===== src/mpbx_pkg.sv =====
// Constants for the MAC and 1000BASE-X PCS control block
package mpbx_pkg;
  localparam int ADDR_W = 8;
  // Word addresses on the register port
  localparam logic [7:0] OFS_MAC_CMD = 8'h02;
  localparam logic [7:0] OFS_STATUS = 8'h03;
  localparam logic [7:0] OFS_PCS_CTRL = 8'h10;
  localparam logic [7:0] OFS_TIMER_LO = 8'h12;
  localparam logic [7:0] OFS_TIMER_HI = 8'h13;
  localparam logic [7:0] OFS_IF_MODE = 8'h14;
  // Command register fields
  localparam int CMD_TX_ENA = 0;
  localparam int CMD_RX_ENA = 1;
  localparam int CMD_ETH_SPEED = 3;
  localparam int CMD_HD_ENABLE = 10;
  localparam int CMD_SW_RESET = 13;
  localparam int CMD_ENA_10 = 25;
  localparam logic [31:0] CMD_RESET = 32'h0000_0000;
  // PCS control fields
  localparam int PCS_SPEED_LSB = 6;
  localparam int PCS_DUPLEX = 8;
  localparam int PCS_SPEED_MSB = 13;
  localparam int PCS_AN_ENA = 12;
  localparam int PCS_RESET = 15;
  localparam logic [15:0] PCS_CTRL_RESET = 16'h1140;
  localparam logic [15:0] PCS_RO_MASK = 16'h2140;
  // Interface mode fields
  localparam int IFM_SGMII_ENA = 0;
  localparam logic [5:0] IF_MODE_RESET = 6'h00;
  localparam logic [15:0] TIMER_RESET = 16'h0000;
  // Self-clearing reset durations in sys_clk cycles
  localparam logic [7:0] PCS_RST_CYC = 8'h10;
  localparam logic [7:0] MAC_RST_CYC = 8'h10;
endpackage


===== src/mpbx_top.sv =====
// MAC command and PCS control registers with PHY-side datapath
`timescale 1ns/1ps
module mpbx_top #(
  parameter int CLIENT_WORD_WIDTH = 32
) (
  // Clock and reset
  input wire logic sys_clk,
  input wire logic rst_b,
  // Register port
  input wire logic [mpbx_pkg::ADDR_W-1:0] reg_addr,
  input wire logic [31:0] reg_wdata,
  input wire logic reg_wr,
  input wire logic reg_rd,
  output logic [31:0] reg_rdata,
  // Speed straps from the PHY
  input wire logic set_1000,
  input wire logic set_10,
  // Mode and status
  output logic eth_mode,
  output logic ena_10,
  output logic half_duplex_enable,
  output logic pcs_sgmii_mode,
  output logic pcs_an_enable,
  output logic [31:0] autoneg_link_timer,
  // Client transmit word
  input wire logic [CLIENT_WORD_WIDTH-1:0] client_tx_word,
  input wire logic client_tx_valid,
  input wire logic client_tx_err,
  output logic client_tx_ready,
  // PHY transmit
  output logic [7:0] gig_transmit_byte,
  output logic gig_tx_en,
  output logic gig_tx_err,
  output logic [3:0] nib_tx_data,
  output logic nib_tx_en,
  output logic nib_tx_err,
  // PHY receive
  input wire logic [7:0] gig_receive_byte,
  input wire logic gig_rx_dv,
  input wire logic gig_rx_err,
  input wire logic [3:0] nib_rx_data,
  input wire logic nib_rx_en,
  input wire logic nib_rx_err,
  // Received bytes toward the client
  output logic [7:0] rx_byte,
  output logic rx_byte_valid,
  output logic rx_byte_err
);
  // Shared countdown for both self-clearing resets
  function automatic logic [7:0] rst_step(input logic start, input logic [7:0] cnt,
                                           input logic [7:0] len);
    if (start) begin
      rst_step = len;
    end else if (cnt != 8'h00) begin
      rst_step = cnt - 8'h01;
    end else begin
      rst_step = 8'h00;
    end
  endfunction

  logic [31:0] cmd_q, cmd_d;
  logic [15:0] pcs_q, pcs_d;
  logic [5:0] ifm_q, ifm_d;
  logic [15:0] tlo_q, tlo_d, thi_q, thi_d;
  logic [7:0] pcnt_q, pcnt_d, mcnt_q, mcnt_d;
  logic [31:0] rd_q, rd_d;
  logic ethm_q, ethm_d, e10_q, e10_d, hd_q, hd_d;
  logic sg_q, sg_d, an_q, an_d;
  logic [31:0] lt_q, lt_d;
  logic [7:0] rxb_q, rxb_d;
  logic rxv_q, rxv_d, rxe_q, rxe_d;
  logic [3:0] lonib_q, lonib_d;
  logic half_q, half_d, nerr_q, nerr_d;
  logic wr_cmd, wr_pcs, pcs_start, mac_start, tx_on, rx_on;

  assign wr_cmd = reg_wr && reg_addr == mpbx_pkg::OFS_MAC_CMD;
  assign wr_pcs = reg_wr && reg_addr == mpbx_pkg::OFS_PCS_CTRL;
  assign pcs_start = wr_pcs && reg_wdata[mpbx_pkg::PCS_RESET];
  assign mac_start = wr_cmd && reg_wdata[mpbx_pkg::CMD_SW_RESET];
  // Datapaths sit idle while either reset sequence runs
  assign tx_on = cmd_q[mpbx_pkg::CMD_TX_ENA] && mcnt_q == 8'h00 && pcnt_q == 8'h00;
  assign rx_on = cmd_q[mpbx_pkg::CMD_RX_ENA] && mcnt_q == 8'h00 && pcnt_q == 8'h00;

  // Register file
  always_comb begin
    cmd_d = cmd_q;
    pcs_d = pcs_q;
    ifm_d = ifm_q;
    tlo_d = tlo_q;
    thi_d = thi_q;
    rd_d = 32'h0000_0000;
    pcnt_d = rst_step(pcs_start, pcnt_q, mpbx_pkg::PCS_RST_CYC);
    mcnt_d = rst_step(mac_start, mcnt_q, mpbx_pkg::MAC_RST_CYC);
    // Hardware finishing a reset clears the bit; a new write sets it again
    if (pcnt_q == 8'h01) begin
      pcs_d[mpbx_pkg::PCS_RESET] = 1'b0;
    end
    if (mcnt_q == 8'h01) begin
      cmd_d[mpbx_pkg::CMD_SW_RESET] = 1'b0;
    end
    if (reg_wr) begin
      unique case (reg_addr)
        mpbx_pkg::OFS_MAC_CMD: cmd_d = reg_wdata;
        mpbx_pkg::OFS_PCS_CTRL: begin
          if (!ifm_q[mpbx_pkg::IFM_SGMII_ENA]) begin
            pcs_d = (reg_wdata[15:0] & ~mpbx_pkg::PCS_RO_MASK) |
                    (pcs_q & mpbx_pkg::PCS_RO_MASK);
          end else begin
            pcs_d = reg_wdata[15:0];
          end
        end
        mpbx_pkg::OFS_TIMER_LO: tlo_d = reg_wdata[15:0];
        mpbx_pkg::OFS_TIMER_HI: thi_d = reg_wdata[15:0];
        mpbx_pkg::OFS_IF_MODE: ifm_d = reg_wdata[5:0];
        default: ;
      endcase
    end
    if (reg_rd) begin
      unique case (reg_addr)
        mpbx_pkg::OFS_MAC_CMD: rd_d = cmd_q;
        mpbx_pkg::OFS_STATUS: rd_d = {26'h0, rx_on, tx_on, e10_q, ethm_q,
                                      mcnt_q != 8'h00, pcnt_q != 8'h00};
        mpbx_pkg::OFS_PCS_CTRL: rd_d = {16'h0000, pcs_q};
        mpbx_pkg::OFS_TIMER_LO: rd_d = {16'h0000, tlo_q};
        mpbx_pkg::OFS_TIMER_HI: rd_d = {16'h0000, thi_q};
        mpbx_pkg::OFS_IF_MODE: rd_d = {26'h0, ifm_q};
        default: rd_d = 32'h0000_0000;
      endcase
    end
  end

  always_ff @(posedge sys_clk or negedge rst_b) begin
    if (!rst_b) begin
      cmd_q <= mpbx_pkg::CMD_RESET;
      pcs_q <= mpbx_pkg::PCS_CTRL_RESET;
      ifm_q <= mpbx_pkg::IF_MODE_RESET;
      tlo_q <= mpbx_pkg::TIMER_RESET;
      thi_q <= mpbx_pkg::TIMER_RESET;
      pcnt_q <= 8'h00;
      mcnt_q <= 8'h00;
      rd_q <= 32'h0000_0000;
    end else begin
      cmd_q <= cmd_d;
      pcs_q <= pcs_d;
      ifm_q <= ifm_d;
      tlo_q <= tlo_d;
      thi_q <= thi_d;
      pcnt_q <= pcnt_d;
      mcnt_q <= mcnt_d;
      rd_q <= rd_d;
    end
  end

  // Mode outputs; straps only count when software leaves the bits clear
  always_comb begin
    ethm_d = cmd_q[mpbx_pkg::CMD_ETH_SPEED] | set_1000;
    e10_d = !ethm_d && (cmd_q[mpbx_pkg::CMD_ENA_10] | set_10);
    hd_d = cmd_q[mpbx_pkg::CMD_HD_ENABLE];
    sg_d = ifm_q[mpbx_pkg::IFM_SGMII_ENA];
    an_d = pcs_q[mpbx_pkg::PCS_AN_ENA];
    lt_d = {thi_q, tlo_q};
  end

  always_ff @(posedge sys_clk or negedge rst_b) begin
    if (!rst_b) begin
      ethm_q <= 1'b0;
      e10_q <= 1'b0;
      hd_q <= 1'b0;
      sg_q <= 1'b0;
      an_q <= 1'b0;
      lt_q <= 32'h0000_0000;
    end else begin
      ethm_q <= ethm_d;
      e10_q <= e10_d;
      hd_q <= hd_d;
      sg_q <= sg_d;
      an_q <= an_d;
      lt_q <= lt_d;
    end
  end

  // Receive: bytes at gigabit, nibble pairs low first otherwise
  always_comb begin
    rxb_d = 8'h00;
    rxv_d = 1'b0;
    rxe_d = 1'b0;
    lonib_d = lonib_q;
    half_d = 1'b0;
    nerr_d = 1'b0;
    if (rx_on) begin
      if (ethm_q) begin
        rxb_d = gig_receive_byte;
        rxv_d = gig_rx_dv;
        rxe_d = gig_rx_dv && gig_rx_err;
      end else if (nib_rx_en) begin
        // A lone trailing nibble is dropped when enable falls
        if (!half_q) begin
          lonib_d = nib_rx_data;
          half_d = 1'b1;
          nerr_d = nib_rx_err;
        end else begin
          rxb_d = {nib_rx_data, lonib_q};
          rxv_d = 1'b1;
          rxe_d = nerr_q | nib_rx_err;
        end
      end
    end
  end

  always_ff @(posedge sys_clk or negedge rst_b) begin
    if (!rst_b) begin
      rxb_q <= 8'h00;
      rxv_q <= 1'b0;
      rxe_q <= 1'b0;
      lonib_q <= 4'h0;
      half_q <= 1'b0;
      nerr_q <= 1'b0;
    end else begin
      rxb_q <= rxb_d;
      rxv_q <= rxv_d;
      rxe_q <= rxe_d;
      lonib_q <= lonib_d;
      half_q <= half_d;
      nerr_q <= nerr_d;
    end
  end

  mpbx_tx_serializer #(
    .WIDTH(CLIENT_WORD_WIDTH)
  ) u_tx (
    .sys_clk(sys_clk),
    .rst_b(rst_b),
    .gig_mode(ethm_q),
    .path_on(tx_on),
    .word(client_tx_word),
    .word_valid(client_tx_valid),
    .word_err(client_tx_err),
    .word_ready(client_tx_ready),
    .gig_transmit_byte(gig_transmit_byte),
    .gig_tx_en(gig_tx_en),
    .gig_tx_err(gig_tx_err),
    .nib_tx_data(nib_tx_data),
    .nib_tx_en(nib_tx_en),
    .nib_tx_err(nib_tx_err)
  );

  assign reg_rdata = rd_q;
  assign eth_mode = ethm_q;
  assign ena_10 = e10_q;
  assign half_duplex_enable = hd_q;
  assign pcs_sgmii_mode = sg_q;
  assign pcs_an_enable = an_q;
  assign autoneg_link_timer = lt_q;
  assign rx_byte = rxb_q;
  assign rx_byte_valid = rxv_q;
  assign rx_byte_err = rxe_q;
endmodule


===== src/mpbx_tx_serializer.sv =====
// Splits client words into GMII bytes or MII nibbles
`timescale 1ns/1ps
module mpbx_tx_serializer #(
  parameter int WIDTH = 32
) (
  // Clock and reset
  input wire logic sys_clk,
  input wire logic rst_b,
  // Control
  input wire logic gig_mode,
  input wire logic path_on,
  // Client word
  input wire logic [WIDTH-1:0] word,
  input wire logic word_valid,
  input wire logic word_err,
  output logic word_ready,
  // PHY transmit
  output logic [7:0] gig_transmit_byte,
  output logic gig_tx_en,
  output logic gig_tx_err,
  output logic [3:0] nib_tx_data,
  output logic nib_tx_en,
  output logic nib_tx_err
);
  typedef enum logic [0:0] {
    SER_IDLE = 1'b0,
    SER_SEND = 1'b1
  } mpbx_ser_t;

  localparam logic [3:0] GIG_UNITS = 4'(WIDTH / 8);
  localparam logic [3:0] MII_UNITS = 4'(WIDTH / 4);

  // Refused at elaboration so a bad width never reaches the datapath
  if (WIDTH != 8 && WIDTH != 32) begin : g_width_check
    $error("client word width must be 8 or 32");
  end

  mpbx_ser_t st_q, st_d;
  logic [WIDTH-1:0] sh_q, sh_d;
  logic [3:0] cnt_q, cnt_d;
  logic err_q, err_d;
  logic rdy_q, rdy_d;
  logic [7:0] gb_q, gb_d;
  logic gen_q, gen_d, gerr_q, gerr_d;
  logic [3:0] nb_q, nb_d;
  logic nen_q, nen_d, nerr_q, nerr_d;

  always_comb begin
    st_d = st_q;
    sh_d = sh_q;
    cnt_d = cnt_q;
    err_d = err_q;
    rdy_d = 1'b0;
    gb_d = 8'h00;
    gen_d = 1'b0;
    gerr_d = 1'b0;
    nb_d = 4'h0;
    nen_d = 1'b0;
    nerr_d = 1'b0;
    unique case (st_q)
      SER_IDLE: begin
        rdy_d = path_on;
        if (word_valid && rdy_q && path_on) begin
          sh_d = word;
          err_d = word_err;
          cnt_d = gig_mode ? GIG_UNITS : MII_UNITS;
          st_d = SER_SEND;
          rdy_d = 1'b0;
        end
      end
      SER_SEND: begin
        // Disabling the path abandons the word rather than stalling forever
        if (!path_on) begin
          st_d = SER_IDLE;
        end else begin
          if (gig_mode) begin
            gb_d = sh_q[7:0];
            gen_d = 1'b1;
            gerr_d = err_q;
            sh_d = sh_q >> 8;
          end else begin
            nb_d = sh_q[3:0];
            nen_d = 1'b1;
            nerr_d = err_q;
            sh_d = sh_q >> 4;
          end
          cnt_d = cnt_q - 4'h1;
          if (cnt_q == 4'h1) begin
            st_d = SER_IDLE;
            rdy_d = 1'b1;
          end
        end
      end
    endcase
  end

  always_ff @(posedge sys_clk or negedge rst_b) begin
    if (!rst_b) begin
      st_q <= SER_IDLE;
      sh_q <= '0;
      cnt_q <= 4'h0;
      err_q <= 1'b0;
      rdy_q <= 1'b0;
      gb_q <= 8'h00;
      gen_q <= 1'b0;
      gerr_q <= 1'b0;
      nb_q <= 4'h0;
      nen_q <= 1'b0;
      nerr_q <= 1'b0;
    end else begin
      st_q <= st_d;
      sh_q <= sh_d;
      cnt_q <= cnt_d;
      err_q <= err_d;
      rdy_q <= rdy_d;
      gb_q <= gb_d;
      gen_q <= gen_d;
      gerr_q <= gerr_d;
      nb_q <= nb_d;
      nen_q <= nen_d;
      nerr_q <= nerr_d;
    end
  end

  assign word_ready = rdy_q;
  assign gig_transmit_byte = gb_q;
  assign gig_tx_en = gen_q;
  assign gig_tx_err = gerr_q;
  assign nib_tx_data = nb_q;
  assign nib_tx_en = nen_q;
  assign nib_tx_err = nerr_q;
endmodule


===== config.mk =====
export PLATFORM = sky130hd
export DESIGN_NAME = mpbx_top
export DESIGN_NICKNAME = d
export VERILOG_FILES = /design/src/mpbx_pkg.sv /design/src/mpbx_top.sv /design/src/mpbx_tx_serializer.sv
export SDC_FILE = /design/constraint.sdc
export NUM_CORES = 1
export LEC_CHECK = 0
export BUFFER_PORTS_ARGS = -buffer_cell sky130_fd_sc_hd__buf_2
export CORE_MARGIN = 1
export CORE_UTILIZATION = 39
export CTS_BUF_LIST = sky130_fd_sc_hd__clkbuf_8
export DETAILED_ROUTE_END_ITERATION = 8
export PLACE_DENSITY = 0.67
export SYNTH_ARGS = -nofsm -noshare
export SYNTH_HDL_FRONTEND = slang
export SYNTH_HIERARCHICAL = 1
export SYNTH_SLANG_ARGS = --single-unit

===== constraint.sdc =====
create_clock -name sys_clk -period 3 [get_ports sys_clk]
set_input_delay 0.15 -clock sys_clk [delete_from_list [all_inputs] [get_ports sys_clk]]
set_output_delay 0.15 -clock sys_clk [all_outputs]
set_load 0.03 [all_outputs]

# After elaboration in Yosys (flattened, before gate mapping)

Cells that the tools add are included.
W data, S select, Z words.

Bits in registers: 242
Input bits: 96

Equality and inequality tests: 11
Multiplexer cells: 67
Reduce and logical (&&, ||, !) cells: 25
Add/sub/neg operators: 3
Bitwise operators: 7

Operators by type and width:

| operator              | count |
|---|---|
| $pmux W32 S6          | 1 |
| $mux W32              | 3 |
| $mux W8               | 11 |
| $pmux W32 S2          | 1 |
| $mux W16              | 3 |
| $mux W1               | 36 |
| $eq A8 B5 Y1 const B  | 4 |
| $mux W14              | 2 |
| $mux W28              | 1 |
| $mux W4               | 6 |
| $eq A8 B1 Y1 const B  | 2 |
| $eq A8 B2 Y1 const B  | 2 |
| $logic_not A8 Y1      | 2 |
| $or A16 B14 Y16       | 1 |
| $reduce_bool A8 Y1    | 2 |
| $sub A8 B1 Y8 const B | 2 |
| $reduce_and A2 Y1     | 7 |
| $logic_and A1 B1 Y1   | 12 |
| $pmux W4 S2           | 1 |
| $eq A4 B1 Y1 const B  | 1 |
| $ne A2 B1 Y1 const B  | 2 |
| $pmux W1 S2           | 2 |
| $reduce_and A4 Y1     | 1 |
| $sub A4 B1 Y4 const B | 1 |
| other kinds (3)       | 7 |

# Depth between registers and ports, before layout

Gate-level depths: netlist of run 1.

Depth in word-level cells: 6
Depth in mapped cells: 11

# Cells and area by module

Netlist of run 1, hierarchy kept.

Modules (own cells, without submodules):

| module             | area each (um^2) | times used | cells each |
|---|---|---|---|
| mpbx_top           | 7,325.8          | 1          | 520 |
| mpbx_tx_serializer | 2,519.9          | 1          | 202 |

# Least setup slack after synthesis of run 1

OpenSTA, ideal clock, no wires.

Kind: register to register
Start: register mcnt_q[0]
End: register u_tx.err_q
Cell stages (with the launch flop): 11
Period minus slack after synthesis: 2.248 ns
Buffers on the path: 2
Arrival: 2.123 ns
Path slack: 0.752 ns
Cell sequence: dfrtp_1 > inv_1 > ha_1 > nor4b_2 > and2_1 > and3_1 > clkbuf_8 > nand3_2 > nor2_1 > buf_4 > mux2_2

Word-level cells in the longest chain between the ends: 5

RTL lines:

| item                             | RTL line                  | text |
|---|---|---|
| start: declaration               | mpbx_top.sv:65            | `logic [7:0] pcnt_q, pcnt_d, mcnt_q, mcnt_d;` |
| start signal: assignment         | mpbx_top.sv:149           | `mcnt_q <= mcnt_d;` |
| $logic_not A8 Y1                 | mpbx_top.sv:81            | `assign tx_on = cmd_q[mpbx_pkg::CMD_TX_ENA] && mcnt_q == 8'h00 && pcnt_q == 8'h00;` |
| $logic_and A1 B1 Y1 (2 in a row) | mpbx_top.sv:81            |  |
| net tx_on                        | mpbx_top.sv:74            | `logic wr_cmd, wr_pcs, pcs_start, mac_start, tx_on, rx_on;` |
| $logic_and A1 B1 Y1              | mpbx_tx_serializer.sv:63  | `if (word_valid && rdy_q && path_on) begin` |
| $reduce_and A2 Y1 (no line)      | --                        |  |
| end signal: assignment           | mpbx_tx_serializer.sv:114 | `err_q <= err_d;` |
| end: declaration                 | mpbx_tx_serializer.sv:41  | `logic err_q, err_d;` |

The timed path passes the listed nets, and every way through them passes these cells.
A chain may end at the register's enable or synchronous reset.

# Worst setup path after layout of run 1

Start: register pcnt_q[2]
End: register u_tx.sh_q[0]

Word-level cells in the longest chain between the ends: 5
Elaborated cells on any way between the ends: 6
Those cells by class: eq/ne: 2; reduce/logical: 4

RTL lines:

| item                            | RTL line                  | text |
|---|---|---|
| start: declaration              | mpbx_top.sv:65            |  |
| start signal: assignment        | mpbx_top.sv:148           | `pcnt_q <= pcnt_d;` |
| $logic_not A8 Y1 (*)            | mpbx_top.sv:81            |  |
| $logic_and A1 B1 Y1 (*)         | mpbx_top.sv:81            |  |
| net tx_on                       | mpbx_top.sv:74            |  |
| $logic_and A1 B1 Y1             | mpbx_tx_serializer.sv:63  |  |
| $ne A2 B1 Y1 (no line)          | --                        |  |
| $reduce_and A2 Y1 (no line) (*) | --                        |  |
| end signal: assignment          | mpbx_tx_serializer.sv:100 | `sh_q <= '0;` |
| end signal: assignment          | mpbx_tx_serializer.sv:112 | `sh_q <= sh_d;` |
| end: declaration                | mpbx_tx_serializer.sv:39  | `logic [WIDTH-1:0] sh_q, sh_d;` |

The timed path passes the listed nets; every way through them passes the cells marked *.

==> results of run 1 <==
[final cells by class]
| type | count | share of cell area [%] |
|---|---|---|
| clock buffer | 46 | 4.972 |
| clock inverter | 22 | 0.9434 |
| inverter | 11 | 0.3243 |
| multi-input combinational | 430 | 27.55 |
| sequential | 242 | 47.60 |
| tap | 324 | 3.184 |
| timing repair buffer | 293 | 15.43 |
[routing by layer]
metal	vias to the layer above	track usage (%)	wire [um]	share of wire [%]
li1	3205	-	-	-
met3	45	3.745	1345	5.5
met5	-	0	0	0
met1	3498	24.02	10380	42
met4	0	7.590	670	2.7
met2	217	31.31	12090	49
[layout by cell type (no fill, tap or decap), types with 21 or more instances in the layout]
cell,Yosys,routed
a221o_1,23,23
buf_2,6,190
clkbuf_8,1,46
dfrtp_1,239,238
dlygate4sd3_1,0,83
inv_1,11,26
mux2_2,68,68
mux2_4,29,29
mux2i_1,32,32
nand2_1,21,21
nor2_1,62,61
[registers in the layout, summed over array words and instances (netlist names), 4 cells and up, named ones only]
register,cells
reg_rdata,32
mcnt_q,8
cmd_q,32
u_tx/nib_tx_data,4
u_tx/sh_q,32
ifm_q,6
pcnt_q,8
thi_q,16
u_tx/gig_transmit_byte,8
rx_byte,8
autoneg_link_timer,32
lonib_q,4
u_tx/cnt_q,4
pcs_q,13
tlo_q,16
[critical path: cells and delay by family (launching register included)]
family | cells | cell delay [ns]
compound gates | 2 | 0.82
simple gates | 3 | 1.16
flops | 1 | 0.42
[power breakdown]
group	internal, W	total [W]	leakage (nW)	switching [W]
Combinational	0.000356	0.000743	2.89	0.000386
Sequential	0.00345	0.00362	3.29	0.000168
Clock	0.00148	0.00273	0.449	0.00125
[kinds of logic (layout without fill, tap and decap cells)]
group                      count (synthesis)  in the layout
DFF                                      242            242
and+or+nand+nor                          180            180
muxes                                    131            131
AOI/OAI and AO/OA                        106            106
buffers and inverters                     50            372
xor gates and xnor gates                   7              7
adders and majority gates                  6              6
[what timing repair did]
item / in CTS / in global routing
setup endpoints to repair: 0 / 0
buffers inserted: 0 / 0
hold endpoints to repair: 204 / 0
hold buffers: 83 / 0
[how the worst max path moves through the flow]
stage                startpoint  slack [ns]            to
floorplan             mcnt_q[0]        0.75    u_tx/err_q
CTS                   pcnt_q[2]        0.50  u_tx/sh_q[0]
global route          mcnt_q[0]        0.26  u_tx/sh_q[0]
global placement    reg_addr[0]        0.55     cmd_q[31]
finish                pcnt_q[2]        0.48  u_tx/sh_q[0]
detailed placement  reg_addr[0]        0.51     cmd_q[31]
[per-stage QoR]
step | total power [W] | hold slack (ns) | std cells | utilization, %
floorplan | 0.004034 | -0.1456 | 722 | -
global placement | 0.004314 | 0.1532 | 1217 | 45.44
detailed placement | 0.004335 | 0.1570 | 1217 | 45.44
CTS | 0.007181 | 0.009604 | 1368 | 51.90
global route | 0.007413 | 0.02084 | 1368 | 51.90
finish | 0.007096 | 0.03511 | 1368 | 51.90
==> key figures, run 1 <==
Synthesis
  • Area contributors post-synth: dfrtp_1 (61%), mux2_2 (7.8%), mux2_4 (4.4%)
  • Simple-Gate Fraction of Synth Area: 9.556%
  • Synth Area in Adders: 0.7625%
  • Largest family of logic cells by synthesized area: multiplexers
  • Post-synthesis compound-gate area fraction: 8.680%
  • Asr flop ratio synth: 100.0%
  • Synth area leader: dfrtp_1
  • Post-synthesis mux area share: 15.91%
  • Syn_area_per_cell: 13.64 um^2
  • Top cells by count, synth: dfrtp_1 (239), mux2_2 (68), nor2_1 (62)
  • Primary FF master, synth: dfrtp_1
  • Synth Area in XOR/XNOR: 0.6227%
  • Syn_nets: 824
  • EDFF count, synth: 0
  • Most common cell in the netlist: dfrtp_1
  • Sequential area share after synthesis: 61.55%
  • Flops & latches, synth: 242
  • Synth warnings: 6
  • Post-synthesis cell type count: 60
  • Yosys top cell area share: 60.74%
  • Synthesized area: 9846 um^2
  • Cells after Synth: 722

Clocking
  • Sinks on Clock Net: 242
  • Clock root cell: clkbuf_8
  • Inserted Clock Buffers: 40
  • Worst-path clk slew: 0.06 ns
  • H-Tree Level Count: 2
  • Clock Latency Late Sink: 0.54 ns
  • CTS tree: built
  • Max clock buf depth: 3
  • Cells resized by post-CTS repair: 0

Drt
  • Via-to-Cell Ratio: 5.091
  • Routed via count: 6,965
  • 1st-iter DRT viols: 410
  • Final WL: 24,480 um
  • DR WL/cell: 17.90 um
  • Post-route ant nets: 0
  • Drt drc: 0
  • TritonRoute pass-1 iters: 5

Final layout
  • Fill cells: 2,127
  • Fin area: 12,730 um^2
  • Layout cells sized above 1: 37.16%
  • P&R area growth vs syn: 29.32%
  • Nets@finish: 1,120
  • Diodes inserted: 0
  • Sequential cell area: 6061 um^2
  • Area of the multi-input gates: 3507 um^2

Critical path
  • FF-to-FF path depth: 5
  • Critical path endpoint category: flop
  • CP required: 3.41 ns
  • Worst R2R Start: pcnt_q[2]
  • Critical path peak fanout: 35
  • Crit-path slowest cell: a221o_2
  • FF-to-FF setup slack: 0.48 ns
  • Crit-path cells: nor3_1 -> and3_1 -> and3_1 -> o21ai_4 -> a221o_2
  • Startpoint types: flop
  • R2R Path End: u_tx/sh_q[0]
  • Worst path max stage delay: 0.47 ns
  • Cell mode on critical path: and3_1
  • Kind of critical path: reg -> reg
  • Critical Path AT: 2.94 ns

Timing
  • Min Tclk post-route: 2.523 ns
  • RSZ-0062 raised after global routing: false
  • Worst clock skew: 0.03330 ns
  • Final setup violating endpoints: 0
  • Final hold violations: 0
  • Period utilization: 84.11%
  • Worst-Margin Slew: 0.9883 ns
  • Final setup TNS: 0 ns
  • Final Max Slew Viols: 0
  • Final setup margin: 0.4767 ns
  • Highest clock rate: 396.3 MHz
  • Max-slew headroom at the worst pin: 33.86%

Floorplanning
  • Starting Density: 40.13%
  • Die area: 25,880 um^2
  • # rows: 57
  • Horiz. Die Dim: 160.9 um
  • Die height: 160.9 um
  • I/O pins: 192
  • Core Region: 24,530 um^2

Worst hold path
  • Worst hold path depth: 3
  • Worst hold path class: in -> reg
  • Hold Path Origin: nib_rx_en
  • Hold path endpoint: half_q

Place
  • DP HPWL: 15,890 um
  • Gpl congestion: 0.7912
  • Pre-CTS worst setup slack: 0.5057 ns
  • Placed cell areas: 11,150 um^2
  • PortBufs: 191

GRT
  • GRT Total Usage: 18.81%
  • GRT overflow: 0
  • Vias in the first global route: 7,124
  • Antenna violations before repair: 0
  • First-pass GRT wire length: 38,080 um
  • Largest net degree at the start of global routing: 93

Pwr
  • Maximum VDD drop: 0.2506 mV
  • Leakage Power: 6.629 nW
  • Power per cell area: 557.3 nW/um^2

Job
  • Max-cap check violation count: 0

Outcome
  • Status: finished, final reports clean
(Power assumes the default switching activity.)
==> run 2: changes to the inputs <==
PLACE_DENSITY = 0.69   (was 0.67)
clock period = 2.25 ns   (was 3 ns; I/O delays follow)
==> run 2 against run 1 <==
Design area increased by 2.9%. Clock power increased by 39%. Global-route usage grew 0.24 points. Register-to-register slack got worse by 0.35 ns. Via count increased by 1.7%. Critical path depth rose by 3. Combinational power up 44%. Sequential cell count did not move. Hold slack better by 0.0050 ns. Maximum frequency up 19%. Worst setup slack got worse by 0.35 ns. First-iteration DRC count down 6.8%. Largest cell class unchanged. Largest power group unchanged.
==> key figures, run 2 (synthesized netlist as in run 1, its figures left out) <==
Clocking
  • Worst-path clk slew: 0.06 ns
  • Clock root cell: clkbuf_8
  • H-Tree Level Count: 2
  • Max clock buf depth: 3
  • Inserted Clock Buffers: 39
  • Clock Latency Late Sink: 0.54 ns
  • CTS tree: built
  • Sinks on Clock Net: 242

Timing
  • Worst-Margin Slew: 0.9415 ns
  • Highest clock rate: 471.0 MHz
  • Final setup TNS: 0 ns
  • Final setup violating endpoints: 0
  • Max-slew headroom at the worst pin: 37.00%
  • Period utilization: 94.37%
  • Min Tclk post-route: 2.123 ns
  • RSZ-0062 raised after global routing: false
  • Final hold violations: 0
  • Final Max Slew Viols: 0
  • Worst clock skew: 0.02669 ns

Critical path
  • Kind of critical path: reg -> reg
  • CP required: 2.66 ns
  • Buf/Inv on CP: 2
  • Top delay family on crit path: simple AND/OR/NAND/NOR gates
  • Startpoint types: flop
  • Critical path endpoint category: flop
  • FF-to-FF setup slack: 0.13 ns
  • Critical path peak fanout: 13
  • Critical Path AT: 2.54 ns
  • Crit-path cells: inv_1 -> ha_1 -> nor4b_2 -> and2_1 -> and3_2 -> o21ai_4 -> buf_4 -> a221o_2
  • Worst path max stage delay: 0.39 ns
  • Crit-path slowest cell: dfrtp_1

GRT
  • Antenna violations before repair: 0
  • First-pass GRT wire length: 38,720 um
  • Vias in the first global route: 7,428
  • GRT Total Usage: 19.05%
  • Largest net degree at the start of global routing: 74
  • GRT overflow: 0

Drt
  • Post-route ant nets: 0
  • TritonRoute pass-1 iters: 5
  • Drt drc: 0
  • Final WL: 24,650 um
  • Via-to-Cell Ratio: 5.064
  • 1st-iter DRT viols: 382
  • Routed via count: 7,084
  • DR WL/cell: 17.62 um

Final layout
  • Layout cells sized above 1: 39.16%
  • Fin cells: 1,399
  • Commonest non-fill, non-tap cell in the layout: dfrtp_1
  • Fill cells: 2,083
  • Final core utilization: 53.38%
  • Fin area: 13,100 um^2
  • Diodes inserted: 0
  • P&R area growth vs syn: 33.02%
  • Most frequent cells in the layout: dfrtp_1 (238), buf_2 (190), dlygate4sd3_1 (87)
  • Nets@finish: 1,150

Place
  • DP HPWL: 16,070 um
  • PortBufs: 191
  • Placed cell areas: 11,430 um^2
  • Gpl congestion: 0.8211
  • Inst Count DP: 1,244

Pwr
  • Sw frac: 25.41%
  • Maximum VDD drop: 0.3721 mV
  • Total Power: 0.009674 W
  • Leakage Power: 6.808 nW
  • Clock power frac: 39.2%
  • Comb pwr share: 11.0%
  • Power per cell area: 738.7 nW/um^2
  • Sw Pwr: 0.002458 W
  • Reg power frac: 49.8%
  • Internal power: 0.007216 W

Floorplanning
  • I/O pins: 192
  • # rows: 57
  • Die area: 25,880 um^2
  • Horiz. Die Dim: 160.9 um
  • Starting Density: 40.13%
  • Die height: 160.9 um
  • Core Region: 24,530 um^2

Outcome
  • Status: finished, final reports clean

Job
  • Max-cap check violation count: 0

Worst hold path
  • Worst hold path class: in -> reg
-- run 2: cell types whose count changed in the layout (fill, tap and decap cells not counted), sizes merged --
| cell | delta |
|---|---|
| clkinv | -1 |
| clkinvlp | +1 |
| inv | -3 |
| dlygate4sd3 | +4 |
| buf | +27 |
| clkbuf | +3 |
-- run 2: timing repair --
action / CTS / global route
hold buffers: 87 / 0
hold endpoints to repair: 256 / 0
setup buffers: 0 / 0
endpoints found under the setup margin: 0 / 40
gates resized for setup: 0 / 4
-- run 2: area by class of cell --
type	count	area, um^2	share of cell area, %
flip-flops and latches	242	6061	46.28
repair buffers	324	2286	17.45
inverters	11	41.29	0.3153
multi-input cells	430	3515	26.84
well taps	324	405.4	3.095
clock buffers	49	674.4	5.150
clock inverters	19	113.9	0.8694
-- run 2: final timing paths --
check,start,end,depth (start not counted)
worst max register to register,mcnt_q[1],u_tx/sh_q[0],8
max in group asynchronous,rst_b,pcs_q[12],3
min in group asynchronous,rst_b,rx_byte[0],2
worst min register to register,tlo_q[11],autoneg_link_timer[11],0
worst min-delay path,reg_rd,reg_rdata[0],2
worst max-delay path,mcnt_q[1],u_tx/sh_q[0],8
-- run 2: layer usage --
layer,track usage (%),share of wire (%),vias to the layer above
met4,7.976,2.8,0
li1,-,-,3269
met3,3.822,5.2,50
met5,0,0,-
met2,31.80,49,224
met1,24.13,43,3541
-- run 2: power by group through the flow --
| stage | registers (W) | logic [W] | clock network [W] |
|---|---|---|---|
| CTS | 0.00481 | 0.00108 | 0.00389 |
| global placement | 0.00488 | 0.000934 | 0 |
| detailed placement | 0.00489 | 0.000957 | 0 |
| finish | 0.00482 | 0.00107 | 0.00379 |
| floorplan | 0.00491 | 0.000470 | 0 |
| global route | 0.00485 | 0.00118 | 0.00408 |
-- run 2: metrics by stage --
| stage | hold WS, ns | setup WS (ns) |
|---|---|---|
| floorplan | -0.1831 | 0.001779 |
| global placement | 0.1412 | 0.04427 |
| detailed placement | 0.1329 | 0.002635 |
| CTS | 0.03424 | 0.03448 |
| global route | 0.05010 | 0.0006126 |
| finish | 0.04011 | 0.1266 |
